## src/design/sfr_page_pkg.sv

```systemverilog
package sfr_page_pkg;

    // ----------------------------------------------------------------
    // Address map of the direct space
    // ----------------------------------------------------------------
    localparam logic [7:0] SFR_BASE = 8'h80;
    localparam logic [7:0] PAGE_SEL_ADDR = 8'ha7;
    localparam logic [7:0] XRAM_PAGE_ADDR = 8'haa;

    // Page codes
    localparam logic [7:0] PAGE_ZERO = 8'h00;
    localparam logic [7:0] PAGE_F = 8'h0f;

    // ----------------------------------------------------------------
    // Reset values and field layout
    // ----------------------------------------------------------------
    localparam logic [7:0] PAGE_SEL_RESET = 8'h00;
    localparam logic [3:0] XRAM_PAGE_RESET = 4'h0;
    localparam logic [3:0] XRAM_UNUSED_BITS = 4'h0;
    localparam int XRAM_PAGE_LSB = 0;
    localparam int XRAM_PAGE_MSB = 3;

    // Bit-addressable registers end in 0x0 or 0x8
    localparam logic [2:0] BIT_ROW_LOW = 3'h0;
    // Low bit area of data RAM starts at 0x20, one byte per 8 bits
    localparam logic [3:0] RAM_BIT_BASE_NIB = 4'h2;

    // ----------------------------------------------------------------
    // Occupancy maps, bit n stands for direct address 0x80 + n
    // ----------------------------------------------------------------
    // Page 0: everything except the reserved and empty slots
    localparam logic [127:0] PAGE0_OCCUPIED =
        128'hffffffdf_ffffffff_ffef77ff_ffffffff;
    // Registers seen at the same address on both pages
    localparam logic [127:0] SHARED_OCCUPIED =
        128'h00c100c1_00010000_00000381_0001008f;
    // Registers present on page 0xf only
    localparam logic [127:0] PAGEF_ONLY =
        128'h00000000_00000000_24000070_00ee0060;

endpackage : sfr_page_pkg

```

## src/design/sfr_map_lookup.sv

```systemverilog
`timescale 1ns/10ps

// ----------------------------------------------------------------
// Page-aware occupancy lookup of one direct address
// ----------------------------------------------------------------
module sfr_map_lookup (
    input wire logic [7:0] byte_addr,
    input wire logic [7:0] page,
    output logic hit,
    output logic bank_f
);

    logic [6:0] idx;
    logic shared_hit;
    logic fonly_hit;

    // Slot index within the upper half
    assign idx = byte_addr[6:0];
    assign shared_hit = sfr_page_pkg::SHARED_OCCUPIED[idx];
    assign fonly_hit = sfr_page_pkg::PAGEF_ONLY[idx];

    // Resolve the slot against the selected page
    always_comb begin
        hit = 1'b0;
        bank_f = 1'b0;
        if (byte_addr == sfr_page_pkg::PAGE_SEL_ADDR) begin
            hit = 1'b1; // Page select answers on every page
        end else if (page == sfr_page_pkg::PAGE_ZERO) begin
            hit = sfr_page_pkg::PAGE0_OCCUPIED[idx];
        end else if (page == sfr_page_pkg::PAGE_F) begin
            hit = shared_hit | fonly_hit;
            bank_f = fonly_hit;
        end
    end

endmodule : sfr_map_lookup

```

## src/design/bit_access_unit.sv

```systemverilog
`timescale 1ns/10ps

// ----------------------------------------------------------------
// Splits a direct operand into byte address and bit position
// ----------------------------------------------------------------
module bit_access_unit (
    input wire logic [7:0] dir_addr,
    input wire logic dir_bit,
    output logic [7:0] byte_addr,
    output logic [2:0] bit_pos,
    output logic in_sfr
);

    // Bit operands above 0x7f sit in rows ending in 0x0 or 0x8
    always_comb begin
        if (dir_bit) begin
            bit_pos = dir_addr[2:0];
            if (dir_addr[7]) begin
                byte_addr = {dir_addr[7:3], sfr_page_pkg::BIT_ROW_LOW};
            end else begin
                byte_addr = {sfr_page_pkg::RAM_BIT_BASE_NIB,
                             dir_addr[6:3]};
            end
        end else begin
            bit_pos = 3'h0;
            byte_addr = dir_addr;
        end
        in_sfr = byte_addr[7]; // Upper half goes to registers
    end

endmodule : bit_access_unit

```

## src/design/sfr_page_decode_xram_page.sv

```systemverilog
`timescale 1ns/10ps

// Notes on behaviour
// XRAM page upper nibble reads zero, ignores writes
// 8-bit external move high byte from page
// Each page value selects one 256-byte block
// Low address byte from named index register
// XRAM page register at 0xaa, page zero
// Direct 0x80..0xff goes to register space
// Rows ending 0x0/0x8 are also bit addressable
// Software avoids reserved, unoccupied register slots
// Paging lets one address reach several registers
// Reset selects page zero for all accesses
// Shared registers on both pages, page-f-only hidden
// Page select at 0xa7, every page, resets zero
// Software masks interrupts around page f accesses
// Classic register set kept at customary addresses
// Page change applies to the very next access
module sfr_page_decode_xram_page (
    input wire logic clk,
    input wire logic resetn,
    input wire logic dir_valid,
    input wire logic dir_write,
    input wire logic dir_bit,
    input wire logic [7:0] dir_addr,
    input wire logic [7:0] dir_wdata,
    input wire logic ext_move_valid,
    input wire logic ext_move_index_one,
    input wire logic [7:0] index_register_zero,
    input wire logic [7:0] index_register_one,
    output logic sfr_sel,
    output logic ram_sel,
    output logic [7:0] target_addr,
    output logic [2:0] target_bit,
    output logic bit_access,
    output logic sfr_hit,
    output logic sfr_reserved,
    output logic sfr_bank_f,
    output logic [7:0] sfr_page_select,
    output logic [3:0] xram_page_select,
    output logic own_rvalid,
    output logic [7:0] own_rdata,
    output logic xram_addr_valid,
    output logic [15:0] xram_addr
);

    // ----------------------------------------------------------------
    // State
    // ----------------------------------------------------------------
    typedef struct packed {
        logic [7:0] sfr_page;
        logic [3:0] xram_page;
        logic sfr_sel;
        logic ram_sel;
        logic [7:0] target_addr;
        logic [2:0] target_bit;
        logic bit_access;
        logic sfr_hit;
        logic sfr_reserved;
        logic sfr_bank_f;
        logic own_rvalid;
        logic [7:0] own_rdata;
        logic xram_valid;
        logic [15:0] xram_addr;
    } state_s;

    localparam state_s ST_RESET = '{
        sfr_page: sfr_page_pkg::PAGE_SEL_RESET,
        xram_page: sfr_page_pkg::XRAM_PAGE_RESET,
        default: '0
    };

    state_s st_q;
    state_s st_d;

    logic [7:0] byte_addr;
    logic [2:0] bit_pos;
    logic in_sfr;
    logic map_hit;
    logic map_bank_f;
    logic page_sel_acc;
    logic xram_page_acc;
    logic [7:0] low_index;

    // ----------------------------------------------------------------
    // Operand split and page lookup
    // ----------------------------------------------------------------
    bit_access_unit bit_access_unit_inst (
        .dir_addr(dir_addr),
        .dir_bit(dir_bit),
        .byte_addr(byte_addr),
        .bit_pos(bit_pos),
        .in_sfr(in_sfr)
    );

    // Lookup always uses the live page value
    sfr_map_lookup sfr_map_lookup_inst (
        .byte_addr(byte_addr),
        .page(st_q.sfr_page),
        .hit(map_hit),
        .bank_f(map_bank_f)
    );

    // Own registers are byte-only, so bit operands never reach them
    assign page_sel_acc = dir_valid && in_sfr && !dir_bit
        && (byte_addr == sfr_page_pkg::PAGE_SEL_ADDR);
    assign xram_page_acc = dir_valid && in_sfr && !dir_bit
        && (byte_addr == sfr_page_pkg::XRAM_PAGE_ADDR)
        && (st_q.sfr_page == sfr_page_pkg::PAGE_ZERO);

    // Index register picked by the instruction
    assign low_index = ext_move_index_one ? index_register_one
                                          : index_register_zero;

    // ----------------------------------------------------------------
    // Next state
    // ----------------------------------------------------------------
    always_comb begin
        st_d = st_q;
        st_d.own_rvalid = 1'b0;
        st_d.own_rdata = 8'h00;
        st_d.xram_valid = 1'b0;
        st_d.sfr_sel = 1'b0;
        st_d.ram_sel = 1'b0;
        st_d.sfr_hit = 1'b0;
        st_d.sfr_reserved = 1'b0;
        st_d.sfr_bank_f = 1'b0;
        st_d.bit_access = 1'b0;

        // Route the direct access
        if (dir_valid) begin
            st_d.sfr_sel = in_sfr;
            st_d.ram_sel = !in_sfr;
            st_d.target_addr = byte_addr;
            st_d.target_bit = bit_pos;
            st_d.bit_access = dir_bit;
            st_d.sfr_hit = in_sfr && map_hit;
            st_d.sfr_reserved = in_sfr && !map_hit;
            st_d.sfr_bank_f = in_sfr && map_bank_f;
        end

        // Page select register, present on every page
        if (page_sel_acc) begin
            if (dir_write) begin
                st_d.sfr_page = dir_wdata;
            end else begin
                st_d.own_rvalid = 1'b1;
                st_d.own_rdata = st_q.sfr_page;
            end
        end

        // XRAM page register, upper nibble fixed at zero
        if (xram_page_acc) begin
            if (dir_write) begin
                st_d.xram_page =
                    dir_wdata[sfr_page_pkg::XRAM_PAGE_MSB:
                              sfr_page_pkg::XRAM_PAGE_LSB];
            end else begin
                st_d.own_rvalid = 1'b1;
                st_d.own_rdata = {sfr_page_pkg::XRAM_UNUSED_BITS,
                                  st_q.xram_page};
            end
        end

        // 8-bit external move address build
        if (ext_move_valid) begin
            st_d.xram_valid = 1'b1;
            st_d.xram_addr = {sfr_page_pkg::XRAM_UNUSED_BITS,
                              st_q.xram_page, low_index};
        end
    end

    // Register the whole state
    always_ff @(posedge clk) begin
        if (!resetn) begin
            st_q <= ST_RESET;
        end else begin
            st_q <= st_d;
        end
    end

    // ----------------------------------------------------------------
    // Outputs
    // ----------------------------------------------------------------
    assign sfr_sel = st_q.sfr_sel;
    assign ram_sel = st_q.ram_sel;
    assign target_addr = st_q.target_addr;
    assign target_bit = st_q.target_bit;
    assign bit_access = st_q.bit_access;
    assign sfr_hit = st_q.sfr_hit;
    assign sfr_reserved = st_q.sfr_reserved;
    assign sfr_bank_f = st_q.sfr_bank_f;
    assign sfr_page_select = st_q.sfr_page;
    assign xram_page_select = st_q.xram_page;
    assign own_rvalid = st_q.own_rvalid;
    assign own_rdata = st_q.own_rdata;
    assign xram_addr_valid = st_q.xram_valid;
    assign xram_addr = st_q.xram_addr;

    // ----------------------------------------------------------------
    // Checks
    // ----------------------------------------------------------------
    // Read of the XRAM page returns a zero upper nibble
    property p_xram_upper_zero;
        @(posedge clk) disable iff (!resetn)
        (dir_valid && !dir_write && !dir_bit && dir_addr == 8'haa
            && sfr_page_select == 8'h00)
        |=> own_rvalid && own_rdata[7:4] == 4'h0
            && own_rdata[3:0] == $past(xram_page_select);
    endproperty
    a_xram_upper_zero: assert property (p_xram_upper_zero)
        else $error("xram page readback wrong");

    // High address byte follows the page held when the move was taken
    property p_move_high_byte;
        @(posedge clk) disable iff (!resetn)
        ext_move_valid |=> xram_addr_valid
            && xram_addr[15:8] == {4'h0, $past(xram_page_select)};
    endproperty
    a_move_high_byte: assert property (p_move_high_byte)
        else $error("external move high byte wrong");

    // Addresses stay inside the sixteen 256-byte pages
    property p_move_page_span;
        @(posedge clk) disable iff (!resetn)
        xram_addr_valid |-> xram_addr[15:12] == 4'h0;
    endproperty
    a_move_page_span: assert property (p_move_page_span)
        else $error("external move beyond page range");

    // Low byte from the named index register
    property p_move_low_byte;
        @(posedge clk) disable iff (!resetn)
        ext_move_valid |=> xram_addr[7:0] ==
            ($past(ext_move_index_one) ? $past(index_register_one)
                                       : $past(index_register_zero));
    endproperty
    a_move_low_byte: assert property (p_move_low_byte)
        else $error("external move low byte wrong");

    // Write at 0xaa changes the XRAM page only on page zero
    property p_xram_page_write;
        @(posedge clk) disable iff (!resetn)
        (dir_valid && dir_write && !dir_bit && dir_addr == 8'haa)
        |=> xram_page_select == ($past(sfr_page_select) == 8'h00
            ? $past(dir_wdata[3:0]) : $past(xram_page_select));
    endproperty
    a_xram_page_write: assert property (p_xram_page_write)
        else $error("xram page write decode wrong");

    // Direct byte access above 0x7f selects the register space
    property p_direct_upper;
        @(posedge clk) disable iff (!resetn)
        (dir_valid && !dir_bit) |=> sfr_sel == $past(dir_addr[7])
            && ram_sel == !$past(dir_addr[7])
            && target_addr == $past(dir_addr);
    endproperty
    a_direct_upper: assert property (p_direct_upper)
        else $error("direct access routed wrong");

    // Register bit access lands in a row ending in 0x0 or 0x8
    property p_bit_row;
        @(posedge clk) disable iff (!resetn)
        (dir_valid && dir_bit && dir_addr[7]) |=> sfr_sel && bit_access
            && target_addr[2:0] == 3'h0
            && target_bit == $past(dir_addr[2:0]);
    endproperty
    a_bit_row: assert property (p_bit_row)
        else $error("bit access row wrong");

    // Same address resolves to the page-f bank when page f is set
    property p_page_f_bank;
        @(posedge clk) disable iff (!resetn)
        (dir_valid && !dir_bit && dir_addr == 8'hba
            && sfr_page_select == 8'h0f) |=> sfr_hit && sfr_bank_f;
    endproperty
    a_page_f_bank: assert property (p_page_f_bank)
        else $error("page f register not selected");

    // Reset always lands on page zero and XRAM page zero
    property p_reset_page;
        @(posedge clk)
        !resetn |=> sfr_page_select == 8'h00 && xram_page_select == 4'h0
            && !own_rvalid && !xram_addr_valid;
    endproperty
    a_reset_page: assert property (p_reset_page)
        else $error("reset page not zero");

    // Shared registers resolve to the common bank on page f
    property p_shared_reach;
        @(posedge clk) disable iff (!resetn)
        (dir_valid && !dir_bit && dir_addr == 8'ha9
            && sfr_page_select == 8'h0f) |=> sfr_hit && !sfr_bank_f;
    endproperty
    a_shared_reach: assert property (p_shared_reach)
        else $error("shared register not reachable");

    // Page-f-only slot resolves to the page zero register on page zero
    property p_fonly_hidden;
        @(posedge clk) disable iff (!resetn)
        (dir_valid && !dir_bit && dir_addr == 8'ha4
            && sfr_page_select == 8'h00) |=> sfr_hit && !sfr_bank_f;
    endproperty
    a_fonly_hidden: assert property (p_fonly_hidden)
        else $error("page f register leaked to page zero");

    // Page select written from any page, usable next cycle
    property p_page_write;
        @(posedge clk) disable iff (!resetn)
        (dir_valid && dir_write && !dir_bit && dir_addr == 8'ha7)
        |=> sfr_page_select == $past(dir_wdata);
    endproperty
    a_page_write: assert property (p_page_write)
        else $error("page select write lost");

endmodule : sfr_page_decode_xram_page

```

## config.mk

```make
export PLATFORM = sky130hd
export DESIGN_NAME = sfr_page_decode_xram_page
export DESIGN_NICKNAME = d
export VERILOG_FILES = /design/src/design/sfr_page_pkg.sv /design/src/design/sfr_map_lookup.sv /design/src/design/bit_access_unit.sv /design/src/design/sfr_page_decode_xram_page.sv
export SDC_FILE = /design/constraint.sdc
export NUM_CORES = 1
export LEC_CHECK = 0
export BUFFER_PORTS_ARGS = -buffer_cell sky130_fd_sc_hd__buf_2
export CORE_MARGIN = 5
export CORE_UTILIZATION = 45
export CTS_BUF_LIST = sky130_fd_sc_hd__clkbuf_8
export CTS_CLUSTER_SIZE = 8
export DETAILED_ROUTE_END_ITERATION = 7
export PLACE_DENSITY = 0.74
export SLEW_MARGIN = 20
export SYNTH_ARGS = -nofsm -noshare
export SYNTH_HDL_FRONTEND = slang
export SYNTH_SLANG_ARGS = --single-unit
```

## constraint.sdc

```tcl
create_clock -name clk -period 3.2 [get_ports clk]
set_input_delay 0.32 -clock clk [delete_from_list [all_inputs] [get_ports clk]]
set_output_delay 0.32 -clock clk [all_outputs]
set_load 0.01 [all_outputs]
```

==> flow_summary.toml <==
[outcome]
status = "complete, no violations"

[detailed_routing]
detail-route-antenna-nets = 0
vias = 2082
wirelength_mm = 5.797
drc = 0
detail_route.vias_per_cell = 5.166
first_pass_detailed_route_iteration_total = 4
drt-initial-drc-count = 91
wl_per_cell_um = 14.38

[power_and_ir_drop]
seq_power_share_pct = 54.6
intPower_uw = 902.6
comb_power_share_pct = 14.3
p_clk_share_pct = 31.2
p_total_uw = 1209
power.static_leakage_uw = 0.001504
power_density_cells_mw_per_mm2 = 399.0
sw_frac_of_total_pct = 25.36
irDropWorstVdd_v = 0.0002812
total_switching_power_uw = 306.6

[worst_setup_path]
r2r_start = "sfr_page_select[4]"
critical_path_type = "in2reg"
crit_path_end_kind = "flop"
r2r_cells = 5
worst-endpoint-arrival_ns = 2.39
setup_slack_on_the_worst_flop_to_flop_path_ns = 1.40
path_max_fanout = 16
r2r_end = "xram_page_select[3]"
start_kind = "input port"
required_ns = 3.39

[timing]
achievable-frequency_mhz = 456.3
max_slew_margin_pct = 57.39
post-route-min-period_ns = 2.191
max_slew.worst_pin.slew_ns = 0.6391
setup_viol_count_final = 0
fin_crit_sh_pct = 68.48
worst_slack_ns = 1.009
final.setup.tns_ns = 0
grt_setup_unrepaired = "no"
timing.final.hold_violations = 0
max_slew_violation_count = 0
clock-skew-final_ns = 0.002202

[placed_design]
dp_slack_ns = 0.6996
portBuffers = 89
gp_congestion = 0.8738
dpl_hpwl_mm = 4.368

[floorplanning]
io_pins = 94
fp.coreArea_mm2 = 0.005439
floorplan.initialDensity_pct = 45.89
std_cell_rows = 27
floorplan.die.height_um = 84.48
die_w_um = 84.48
dieArea_mm2 = 0.007137

[layout]
post_route_cells_drive_above_1_share_pct = 32.63
areaGrowthSynthToFinish_pct = 21.40
insertedDiodeCount = 0
fillers = 499
nNetsFinal = 375

[clock_tree]
cts.repair.resized = 0
tritoncts = "built"
tritoncts.num_buffers = 5
ctsLongestPathBuffers = 2
cts-root-buf = "clkbuf_8"
postCtsSetupBuffers = 0
clkTransAtPathRegs_ns = 0.09
cts.sink_count = 51
h-tree-depth = 2
clock_latency_ns = 0.29
holdBufCountCts = 0

[global_route]
grt.met1_usage_pct = 21.51
grt_pass1_vias = 2037
grt_antenna_before_repair = 0
globalRouteTotalUtil_pct = 16.18
global_route.usage.met2_pct = 25.69
gr-max-usage-layer = "met2"
first_pass_grt_wire_length_mm = 9.715
use_met3_pct = 4.907
grt_overflow = 0
grt_max_degree = 42

[synth]
cells_after_synthesis = 253
ys_seq_elements = 51
yosys_warnings = 0
postSynth.asyncResetShare_pct = 0
share_of_synthesized_area_occupied_by_flip_flops_and_latches_pct = 40.90
synth.lib_cells_used.distinct = 53
synth.cell_area_mm2 = 0.002496
yosys_most_used_dff = "dfxtp_1"
synth_area_per_cell_um2 = 9.866
synth_edf_count = 0

[worst_hold_path]
min_path_cells = 3
timing.hold.worst.class = "in2reg"
hold_path_startpoint = "dir_wdata[7]"
min_to = "sfr_page_select[7]"

[job]
drv.max_cap_violation_count = 0
## critical path, stage by stage
cell and delay, ns:
buf_2 0.22, nor2b_4 0.28, a21oi_1 0.17, inv_1 0.14, ha_1 0.17, nor2b_1 0.14, nand4_1 0.16, nor4bb_2 0.28
buf_4 0.23, mux2i_1 0.21, nor2b_1 0.06
## how the worst max path moves through the flow
stage,startpoint,to,slack (ns),cells after the start
6_report,dir_bit,sfr_page_select[1],1.01,11
4_1_cts,dir_bit,sfr_page_select[6],1.02,11
3_5_place_dp,dir_bit,sfr_page_select[1],0.70,11
2_1_floorplan,dir_addr[7],sfr_page_select[0],1.14,11
5_1_grt,dir_bit,sfr_page_select[6],0.78,11
3_3_place_gp,dir_bit,sfr_page_select[2],0.82,11
## power by group through the flow
stage / clock network [µW] / registers, µW / logic, µW
after floorplan: 0 / 684 / 106
after global placement: 0 / 675 / 170
after detailed placement: 0 / 675 / 173
after CTS: 393 / 660 / 173
after global routing: 419 / 663 / 191
final: 377 / 660 / 172
## cell type report
type / count / area, µm² / share of cell area [%]
timing repair buffer: 90 / 452.9 / 14.95
sequential: 51 / 1021 / 33.69
clock buffer: 6 / 82.58 / 2.725
tap: 72 / 90.09 / 2.973
clock inverter: 2 / 12.51 / 0.4129
multi-input combinational: 177 / 1353 / 44.63
inverter: 5 / 18.77 / 0.6193
## per-stage QoR
step	cell area, µm²	hold WS (ns)	utilization, %	cells
3_5_place_dp	2935	0.4612	53.97	395
2_1_floorplan	2507	0.4854	-	256
6_report	3030	0.2911	55.72	403
5_1_grt	3030	0.2755	55.72	403
4_1_cts	3030	0.2754	55.72	403
3_3_place_gp	2935	0.4565	53.97	395
## sequential cells by signal, summed over array words and instances (netlist names)
| signal | cells |
|---|---|
| sfr_bank_f | 1 |
| target_addr | 8 |
| sfr_sel | 1 |
| xram_page_select | 4 |
| target_bit | 3 |
| own_rdata | 8 |
| sfr_hit | 1 |
| bit_access | 1 |
| ram_sel | 1 |
| sfr_reserved | 1 |
| sfr_page_select | 8 |
| xram_addr | 12 |
| xram_addr_valid | 1 |
| own_rvalid | 1 |
## cell usage in the layout, fill, tap and decap left out, types with 2 or more instances in the layout
master and instances:
and3b_1 3, nand2b_1 8, o21ai_0 5, a22o_1 4, o311ai_0 2, dfxtp_1 51
inv_1 6, and2_1 6, nor3b_1 4, o211a_1 13, nor2b_1 22, ha_1 6
a21oi_1 6, conb_1 4, and4b_1 2, nor4_4 2, nor2_1 8, buf_2 89
a21boi_0 5, clkbuf_8 6, mux2i_1 25, nand3_1 6, nand2_1 18
## Yosys cell counts (2+ instances only)
cell type	instances	share of area, %
a21boi_0	5	1.5
a21oi_1	6	1.2
a22o_1	4	1.4
and2_1	6	1.5
and3b_1	3	1.1
and4b_1	2	0.80
buf_2	4	0.80
buf_4	6	1.8
clkbuf_1	11	1.7
dfxtp_1	51	41
ha_1	6	3.0
inv_1	5	0.75
mux2i_1	25	10
nand2_1	18	2.7
nand2b_1	8	2.0
nand3_1	6	1.2
nor2_1	8	1.2
nor2b_1	22	5.5
nor3b_1	4	1.2
nor4_4	2	1.7
nor4bb_1	2	0.80
o211a_1	13	5.2
o21ai_0	5	1.0
o311ai_0	2	0.70
## logic make-up (layout without fill, tap and decap cells)
kind of cell / after synthesis / after routing / share of synthesized area (%)
AND/OR/NAND/NOR: 92 / 92 / 24.01
flip-flops: 51 / 51 / 40.90
AO/OA/AOI/OAI: 50 / 50 / 16.29
adder cells (fa/ha/maj): 6 / 6 / 3.007
buffers and inverters: 28 / 103 / 5.614
other: 1 / 4 / 0.1502
multiplexers: 25 / 25 / 10.03
## per-layer routing
layer / share of wire (%) / vias to the layer above
met2: 47 / 89
met1: 44 / 947
met5: 0 / -
li1: - / 1042
met4: 0.85 / 0
met3: 8.5 / 4
(Power assumes the default switching activity.)
